<file path="src/verilog/sdpwr_pkg.sv">
// Constants and carrier types for the clock-enable power-state block.
// Assumes one system clock; command pins arrive from the controller.
package sdpwr_pkg;
    localparam int SDPWR_STATE_W = 3;
    localparam int SDPWR_BANKS = 8;
    localparam int SDPWR_XS_CYC_DEF = 8;
    localparam int SDPWR_WR_WAIT_CYC = 512;
    localparam logic [3:0] SDPWR_CMD_REF = 4'h1; // cs,ras,cas,we = 0001
    localparam logic [3:0] SDPWR_CMD_NOP = 4'h7;

    typedef enum logic [2:0] {
        SDPWR_IDLE = 3'b000,
        SDPWR_ACTIVE = 3'b001,
        SDPWR_ACT_PD = 3'b010,
        SDPWR_PRE_PD = 3'b011,
        SDPWR_SELF_REF = 3'b100
    } sdpwr_state_type;

    typedef struct packed {
        logic cs_n;
        logic ras_n;
        logic cas_n;
        logic we_n;
        logic cke;
    } sdpwr_pins_type;

    typedef struct packed {
        sdpwr_pins_type s1;
        sdpwr_pins_type s2;
        logic cke_prev;
        sdpwr_state_type state;
        logic [9:0] xs_cnt;
        logic [9:0] wr_cnt;
        logic odt_ok;
        logic refresh_ok;
    } sdpwr_all_type;
endpackage : sdpwr_pkg

</file>
<file path="src/verilog/sdpwr_ctrl.sv">
// Clock-enable power-state tracker of the memory device.
// Assumes pins from the controller are asynchronous to clk_sys.
`timescale 1ns/1ps
module sdpwr_ctrl
    import sdpwr_pkg::*;
#(
    parameter int XS_CYC = SDPWR_XS_CYC_DEF
) (
    input wire logic clk_sys, // System clock
    input wire logic rst_n, // Async reset, active low
    input wire logic cs_n_pin, // Chip select, active low
    input wire logic ras_n_pin, // Row strobe, active low
    input wire logic cas_n_pin, // Column strobe, active low
    input wire logic we_n_pin, // Write enable, active low
    input wire logic cke_pin, // Clock enable
    input wire logic banks_open, // Any bank open, from bank logic
    output logic [2:0] state_reg, // Encoded power state
    output logic odt_ok_reg, // Termination may be used
    output logic refresh_ok_reg, // Internal refresh allowed
    output logic xs_busy_reg, // Self-refresh exit delay running
    output logic wr_block_reg // Writes still blocked after exit
);
    sdpwr_all_type all_reg, all_next;
    logic nop_like;
    logic refresh_cmd;

    // Deselect counts as nop; command fields from second sync stage
    always_comb begin
        nop_like = all_reg.s2.cs_n ||
            ({all_reg.s2.cs_n, all_reg.s2.ras_n, all_reg.s2.cas_n, all_reg.s2.we_n} == SDPWR_CMD_NOP);
        refresh_cmd = {all_reg.s2.cs_n, all_reg.s2.ras_n, all_reg.s2.cas_n, all_reg.s2.we_n} == SDPWR_CMD_REF;
    end

    // Next state: enable level pair plus command selects action
    always_comb begin
        all_next = all_reg;
        all_next.s1 = {cs_n_pin, ras_n_pin, cas_n_pin, we_n_pin, cke_pin};
        all_next.s2 = all_reg.s1;
        all_next.cke_prev = all_reg.s2.cke;
        if (all_reg.xs_cnt != 10'h000) all_next.xs_cnt = all_reg.xs_cnt - 10'h001;
        if (all_reg.wr_cnt != 10'h000) all_next.wr_cnt = all_reg.wr_cnt - 10'h001;
        case (all_reg.state)
            SDPWR_IDLE, SDPWR_ACTIVE: begin
                if (all_reg.cke_prev && !all_reg.s2.cke) begin
                    if (refresh_cmd && all_reg.state == SDPWR_IDLE && all_reg.xs_cnt == 10'h000)
                        all_next.state = SDPWR_SELF_REF;
                    else if (nop_like)
                        all_next.state = banks_open ? SDPWR_ACT_PD : SDPWR_PRE_PD;
                end else begin
                    all_next.state = banks_open ? SDPWR_ACTIVE : SDPWR_IDLE;
                end
            end
            SDPWR_ACT_PD, SDPWR_PRE_PD: begin
                // Low-low holds regardless of command pins
                if (!all_reg.cke_prev && all_reg.s2.cke)
                    all_next.state = banks_open ? SDPWR_ACTIVE : SDPWR_IDLE;
            end
            SDPWR_SELF_REF: begin
                // Exit keyed on enable rising, command not decoded
                if (!all_reg.cke_prev && all_reg.s2.cke) begin
                    all_next.state = SDPWR_IDLE;
                    all_next.xs_cnt = 10'(XS_CYC);
                    all_next.wr_cnt = 10'(SDPWR_WR_WAIT_CYC);
                end
            end
            default: all_next.state = SDPWR_IDLE;
        endcase
        // No refresh in power-down; no termination in self-refresh
        all_next.refresh_ok = !(all_next.state == SDPWR_ACT_PD || all_next.state == SDPWR_PRE_PD);
        all_next.odt_ok = all_next.state != SDPWR_SELF_REF && all_next.xs_cnt == 10'h000;
    end

    // Single state register for the whole block
    always_ff @(posedge clk_sys or negedge rst_n) begin
        if (!rst_n) begin
            all_reg <= '0;
        end else begin
            all_reg <= all_next;
        end
    end

    // Outputs from flops of the state record; busy and block flags decode the counters
    always_comb begin
        state_reg = all_reg.state;
        odt_ok_reg = all_reg.odt_ok;
        refresh_ok_reg = all_reg.refresh_ok;
        xs_busy_reg = all_reg.xs_cnt != 10'h000;
        wr_block_reg = all_reg.wr_cnt != 10'h000;
    end

    chk_sr_exit_idle: assert property (@(posedge clk_sys) disable iff (!rst_n)
        (all_reg.state == SDPWR_SELF_REF && !all_reg.cke_prev && all_reg.s2.cke) |=> state_reg == SDPWR_IDLE)
        else $error("self-refresh exit missed");
    chk_hold_low: assert property (@(posedge clk_sys) disable iff (!rst_n)
        (all_reg.state inside {SDPWR_ACT_PD, SDPWR_PRE_PD, SDPWR_SELF_REF} && !all_reg.cke_prev && !all_reg.s2.cke)
        |=> $stable(state_reg))
        else $error("state moved while enable low");
    chk_sr_entry_idle: assert property (@(posedge clk_sys) disable iff (!rst_n)
        (state_reg != SDPWR_SELF_REF) ##1 (state_reg == SDPWR_SELF_REF) |-> $past(state_reg) == SDPWR_IDLE)
        else $error("self-refresh entered from non-idle");
    chk_pd_kind: assert property (@(posedge clk_sys) disable iff (!rst_n)
        (all_reg.state == SDPWR_ACTIVE && all_reg.cke_prev && !all_reg.s2.cke && nop_like && banks_open)
        |=> state_reg == SDPWR_ACT_PD)
        else $error("active power-down not entered");
    chk_pd_closed: assert property (@(posedge clk_sys) disable iff (!rst_n)
        (all_reg.state == SDPWR_IDLE && all_reg.cke_prev && !all_reg.s2.cke && nop_like && !banks_open)
        |=> state_reg == SDPWR_PRE_PD)
        else $error("precharge power-down not entered");
    chk_no_refresh: assert property (@(posedge clk_sys) disable iff (!rst_n)
        state_reg inside {SDPWR_ACT_PD, SDPWR_PRE_PD} |-> !refresh_ok_reg)
        else $error("refresh allowed in power-down");
    chk_odt_sr: assert property (@(posedge clk_sys) disable iff (!rst_n)
        (state_reg == SDPWR_SELF_REF || xs_busy_reg) |-> !odt_ok_reg)
        else $error("termination allowed in self-refresh");
    chk_wr_wait: assert property (@(posedge clk_sys) disable iff (!rst_n)
        $rose(wr_block_reg) |-> wr_block_reg [*8])
        else $error("write block released early");
    chk_cke_pair: assert property (@(posedge clk_sys) disable iff (!rst_n)
        all_reg.s2.cke |=> all_reg.cke_prev)
        else $error("previous enable not kept");
    // A falling enable with any other command must not move into a low-power state
    chk_bad_entry: assert property (@(posedge clk_sys) disable iff (!rst_n)
        (all_reg.state inside {SDPWR_IDLE, SDPWR_ACTIVE} && all_reg.cke_prev && !all_reg.s2.cke && !nop_like && !refresh_cmd)
        |=> state_reg inside {SDPWR_IDLE, SDPWR_ACTIVE})
        else $error("entry taken on an illegal command");
    // Refresh entry is refused while the exit delay still runs
    chk_sr_after_xs: assert property (@(posedge clk_sys) disable iff (!rst_n)
        (all_reg.state == SDPWR_IDLE && all_reg.xs_cnt != 10'h000) |=> state_reg != SDPWR_SELF_REF)
        else $error("self-refresh entered during exit delay");
    cov_sr: cover property (@(posedge clk_sys) disable iff (!rst_n) state_reg == SDPWR_SELF_REF);
    cov_apd: cover property (@(posedge clk_sys) disable iff (!rst_n) state_reg == SDPWR_ACT_PD);
    cov_ppd: cover property (@(posedge clk_sys) disable iff (!rst_n) state_reg == SDPWR_PRE_PD);
    cov_srx: cover property (@(posedge clk_sys) disable iff (!rst_n) $fell(xs_busy_reg));
endmodule : sdpwr_ctrl

</file>
<file path="config.mk">
export PLATFORM = sky130hd
export DESIGN_NAME = sdpwr_ctrl
export DESIGN_NICKNAME = d
export VERILOG_FILES = /design/src/verilog/sdpwr_pkg.sv /design/src/verilog/sdpwr_ctrl.sv
export SDC_FILE = /design/constraint.sdc
export NUM_CORES = 1
export LEC_CHECK = 0
export ABC_CLOCK_PERIOD_IN_PS = 4000
export BUFFER_PORTS_ARGS = -buffer_cell sky130_fd_sc_hd__buf_4
export CORE_MARGIN = 4
export CORE_UTILIZATION = 45
export CTS_CLUSTER_DIAMETER = 80
export DETAILED_ROUTE_END_ITERATION = 16
export SYNTH_ARGS = -nofsm -noshare
export SYNTH_HDL_FRONTEND = slang
export SYNTH_SLANG_ARGS = --single-unit
</file>
<file path="constraint.sdc">
create_clock -name clk_sys -period 4 [get_ports clk_sys]
set_input_delay 0.4 -clock clk_sys [delete_from_list [all_inputs] [get_ports clk_sys]]
set_output_delay 0.4 -clock clk_sys [all_outputs]
set_load 0.03 [all_outputs]
</file>
After elaboration in Yosys (flattened, before gate mapping)
Cells that the tools add are included.
- logic and storage cells: 55
- flip-flop bits (word level): 36
- output and inout port bits: 7
- bits of input ports: 8
- reductions and logical operators: 17
- mux-type cells: 11
- equal/unequal tests: 9
- $add $sub $neg: 2
- operators by type and width (kind ; count):
    $mux 23 ; 1
    $logic_not 10->1 ; 2
    $mux 10 ; 2
    $mux 20 ; 1
    $reduce_bool 10->1 ; 2
    $sub 10x1->10 const B ; 2
    $eq 3x2->1 const B ; 4
    $mux 3 ; 4
    $pmux 3 s3 ; 1
    $logic_and 1x1->1 ; 5
    $eq 4x1->1 const B ; 1
    $eq 4x3->1 const B ; 1
    $reduce_or 2->1 ; 2
    $eq 3x1->1 const B ; 1
    $eq 3x3->1 const B ; 1
    $logic_not 1->1 ; 3
    $logic_not 3->1 ; 1
    $ne 3x3->1 const B ; 1
    $logic_or 1x1->1 ; 2
    $mux 1 ; 2

Logic depth before layout (Yosys ltp)
- word-level depth: 9
- gate-level depth with buffers: 8
- mapped depth without buffers: 7

Least setup slack after synthesis
No wires, ideal clock.
- kind: reg-to-reg
- start point: reg all_reg[2] (netlist name)
- end point: reg all_reg[9] (netlist name)
- arrival: 2.125 ns
- cell stages (with the launch flop): 9
- library setup time: 0.132 ns
- setup slack: 1.743 ns
- period minus slack after synthesis: 2.257 ns
- data required time: 3.868 ns
- buffers on the path: 1
- path through: dfrtp_1 -> inv_1 -> ha_1 -> or4b_1 -> or3_1 -> clkbuf_1 -> nand3_1 -> xor2_1 -> nor2_1
- RTL lines (item ; line ; RTL):
    start: declaration ; sdpwr_ctrl.sv:23 ; sdpwr_all_type all_reg, all_next;
    start signal: assignment ; sdpwr_ctrl.sv:78 ; all_reg <= all_next;

Final worst setup path
- start point: reg all_reg[12] (netlist name)
- end point: out xs_busy_reg
- longest elaborated chain between the ends: 1
- ends and longest elaborated chain (item ; line ; RTL):
    $reduce_bool 10->1 ; sdpwr_ctrl.sv:87 ; xs_busy_reg = all_reg.xs_cnt != 10'h000;
    end: declaration ; sdpwr_ctrl.sv:20 ; output logic xs_busy_reg,
Every way passes these cells.

==> impl_summary.txt <==
----------------------------------------------------
[Outcome]
  Run status ... finished, final reports clean

[Floorplan]
  Initial cell density of the core ... about half
  Top-Level Pins ... 15
  Die height ... between 60 and 70 um
  Die outline width ... ~69 um
  Full die area ... 4750 um^2
  Number of core rows ... 21
  Core area ... around 3500 um^2

[Logic synthesis]
  Post-synthesis instance total ... between 150 and 200
  Mapped Nets ... 169
  Count of flip-flops with a built-in enable after synthesis ... 0
  Adder-cell area share of the yosys netlist ... 1.50%
  Dominant combinational cell family by area after synthesis ... simple AND/OR/NAND/NOR gates
  Area share of the largest cell type after synthesis ... a little over half
  Top cell type by total area after synthesis ... sky130_fd_sc_hd__dfrtp_1
  Most frequent cell after synthesis ... sky130_fd_sc_hd__dfrtp_1
  Parity-gate share of the synthesized area counting xor and xnor cells ... 4.72%
  Synthesized cell area ... between 1500 and 2000 um^2
  Cell types occupying the most area after synthesis ... sky130_fd_sc_hd__dfrtp_1 54%, sky130_fd_sc_hd__nor2_1 4.0%, sky130_fd_sc_hd__xor2_1 2.6%, sky130_fd_sc_hd__a21oi_1 2.4%, sky130_fd_sc_hd__xnor2_1 2.1%
  Distinct cell type count after synthesis ... between 40 and 50
  Compound-gate portion of the synthesized area ... between 10% and 20%
  Simple-gate share of the synthesized area ... a little under a quarter
  Register area share after synthesis ... between 50 and 60%
  Post-synthesis area per instance ... 10.5 um^2
  Synth Flop Type ... sky130_fd_sc_hd__dfrtp_1
  Ranking of synthesized cells by instance count ... 36 x sky130_fd_sc_hd__dfrtp_1, 18 x sky130_fd_sc_hd__nor2_1, 8 x sky130_fd_sc_hd__a21oi_1
  Multiplexer area fraction after synthesis ... less than 1%
  Yosys warns ... 0
  Asr flop ratio synth ... between 90% and 100%
  Number of register bits inferred by synthesis ... 36

[Layout]
  Layout-stage area growth over the synthesis result ... 13.5%
  Number of nets in the finished design ... 183
  Final standard cell utilization of the core ... between 50% and 60%
  Cell area after layout ... between 1500 and 2000 um^2
  Largest register FFs ... 25
  Fraction of final layout cells with drive strength greater than 1 ... ~20%
  Number of antenna repair diodes ... 0

[Setup path]
  Crit Reg-Reg Endpoint ... odt_ok_reg
  Launching instance or port of the critical path ... all_reg[12]
  Reg2reg path depth ... 7
  Startpoint of the lowest-slack register-to-register path ... all_reg[12]
  Required time at the worst-slack endpoint ... approximately 3.6 ns
  Worst Setup End Kind ... output port
  Startpoint type of the worst setup path ... flop
  Worst endpoint data arrival time ... approximately 2.3 ns
  Critical path type ... flop to output port
  R2R Setup Slk ... 1.59 ns
  Critical Path Fanout Max ... 8

[Global routing]
  Total track usage ... about 15%
  Met3 Resource Use GR ... between 4 and 5%
  Met1 routing resource usage after global routing ... between 20% and 30%
  Top Usage Layer GRT ... met2
  Overflow left after global routing ... 0
  Met2 usage in global routing ... between 20% and 30%
  Pin count of the biggest net entering global routing ... 37
  Wire length of the first global-routing pass ... 5220 um
  Vias in the first global route ... between 1k and 1.5k
  Initial antenna violation count ... 0

[Power and ir drop]
  VDD IR-drop max ... between 300 and 400 uV
  Register share of total power ... about 47%
  Lkg Pwr ... just over 0.8 nW
  Relative contribution of combinational cells to total power ... between 30% and 40%
  Internal power ... 0.803 mW
  Net Switching ... 0.489 mW
  Total Power ... between 1 and 1.5 mW
  Relative contribution of the clock network to total power ... between 20% and 30%
  Power density relative to cell area ... slightly below 700 nW/um^2
  Switching Share ... between 30% and 40%

[Clock tree]
  Clk slew on worst S/H paths ... ~0.080 ns
  Latest clock arrival within the worst-skew pair ... about 0.28 ns
  TritonCTS Sinks ... 36
  TritonCTS clock tree ... done
  Hold buffers post-CTS ... 0
  Number of levels in the clock H-tree ... 2
  Max clock buf depth ... 2
  Number of instances resized during post-cts repair ... 0
  Clock root buffer master ... sky130_fd_sc_hd__clkbuf_8
  Number of buffers inserted during clock tree synthesis ... 5
  Post-CTS Setup Bufs ... 0

[Routing]
  Total wire length after detailed routing ... just under 3000 um
  Post-detailed-route count of antenna-violating nets ... 0
  Starting DRC count in detailed routing ... 60
  Via-per-instance ratio ... ~5.5
  Detailed-routing iteration count for the pre-antenna-repair pass ... 4
  Residual DRC count ... 0
  Via count of the routed design ... 1203
  Average detailed-routed wire length per instance ... ~13 um

[Timing]
  Min Tclk post-route ... 2.67 ns
  Worst slew margin relative to its limit ... between 50 and 60%
  Unrepaired setup endpoints after global routing ... no
  Post-route clock skew ... about 0.0038 ns
  Achievable clock frequency ... about 370 MHz
  Number of pins with negative max-slew slack in the final report ... 0
  Worst Hold Margin ... 0.0551 ns
  Final Hold Fails ... 0
  Setup TNS ... 0 ns
  Part of the cycle the worst path needs ... 66.8%
  Worst slew pin tran ... around 0.67 ns
  Setup violators final ... 0

[Placed design]
  Routability congestion estimate from global placement ... between 0.8 and 0.9
  Number of buffers inserted by port buffering ... 14
  DP Wirelength ... between 2000 and 2500 um
  Post-Place Cell Area ... about 1800 um^2

[Run]
  Number of max-cap violations ... 0

[Hold path]
  HP Class ... input port to async pin

----------------------------------------------------
logic make-up (layout without fill, tap and decap cells):
family,Yosys count,in the layout
mux,1,1
compound gates,28,28
buf+inv,16,31
fa+ha+maj,2,2
flops,36,36
xor+xnor,9,9
simple gates,67,67
final cells by class:
class / instances / area (um^2)
Fill cell: 332 / 1570
Sequential cell: 36 / 901
Multi-Input combinational cell: 107 / 703
Timing Repair Buffer: 15 / 113
Clock buffer: 5 / 68.8
Tap cell: 46 / 57.6
Inverter: 8 / 30.0
Clock inverter: 3 / 23.8
worst max-delay path, stage by stage (launching register included):
cell and delay [ns]:
sky130_fd_sc_hd__dfrtp_1 0.42, sky130_fd_sc_hd__inv_1 0.11, sky130_fd_sc_hd__ha_1 0.29, sky130_fd_sc_hd__or3b_1 0.44, sky130_fd_sc_hd__nor3_2 0.46, sky130_fd_sc_hd__inv_2 0.09, sky130_fd_sc_hd__buf_4 0.18
routing by layer:
layer,up-vias,wire length [um]
met3,5,135
met2,25,1300
met5,-,0
met1,576,1460
li1,597,-
met4,0,37
how the worst max path moves through the flow:
stage | end | depth (start not counted) | slack, ns
after global placement | wr_block_reg | 5 | 1.68
after global routing | xs_busy_reg | 6 | 1.18
after floorplan | all_reg[9] | 8 | 1.74
final | xs_busy_reg | 6 | 1.33
after detailed placement | odt_ok_reg | 7 | 1.63
after CTS | xs_busy_reg | 6 | 1.32
cells in the final DEF, fill, tap and decap left out, types with 4 or more instances in the layout:
master,Yosys,routed
sky130_fd_sc_hd__dfrtp_1,36,36
sky130_fd_sc_hd__xor2_1,5,5
sky130_fd_sc_hd__a21oi_1,8,8
sky130_fd_sc_hd__o21ai_0,4,4
sky130_fd_sc_hd__clkbuf_8,0,5
sky130_fd_sc_hd__xnor2_1,4,4
sky130_fd_sc_hd__buf_4,3,15
sky130_fd_sc_hd__inv_1,7,7
sky130_fd_sc_hd__or3_1,4,4
sky130_fd_sc_hd__nor2_1,18,18
sky130_fd_sc_hd__nand2_1,7,7
sky130_fd_sc_hd__or4_1,4,4
sky130_fd_sc_hd__nor3_1,6,6
stage by stage:
step | instances | worst slack, ns
3_5_place_dp | 212 | 1.63
5_1_grt | 220 | 1.18
2_1_floorplan | 159 | 1.74
4_1_cts | 220 | 1.32
6_report | 220 | 1.33
3_3_place_gp | 212 | 1.68
power by group through the flow:
stage          sequential [mW]  clock, mW  combinational (mW)
2_1_floorplan            0.583          0               0.353
3_3_place_gp             0.605          0               0.422
3_5_place_dp             0.613          0               0.426
4_1_cts                  0.607      0.267               0.428
5_1_grt                  0.631      0.283               0.493
6_report                 0.609      0.258               0.425
Note: power is estimated with default switching activity, not from simulation.
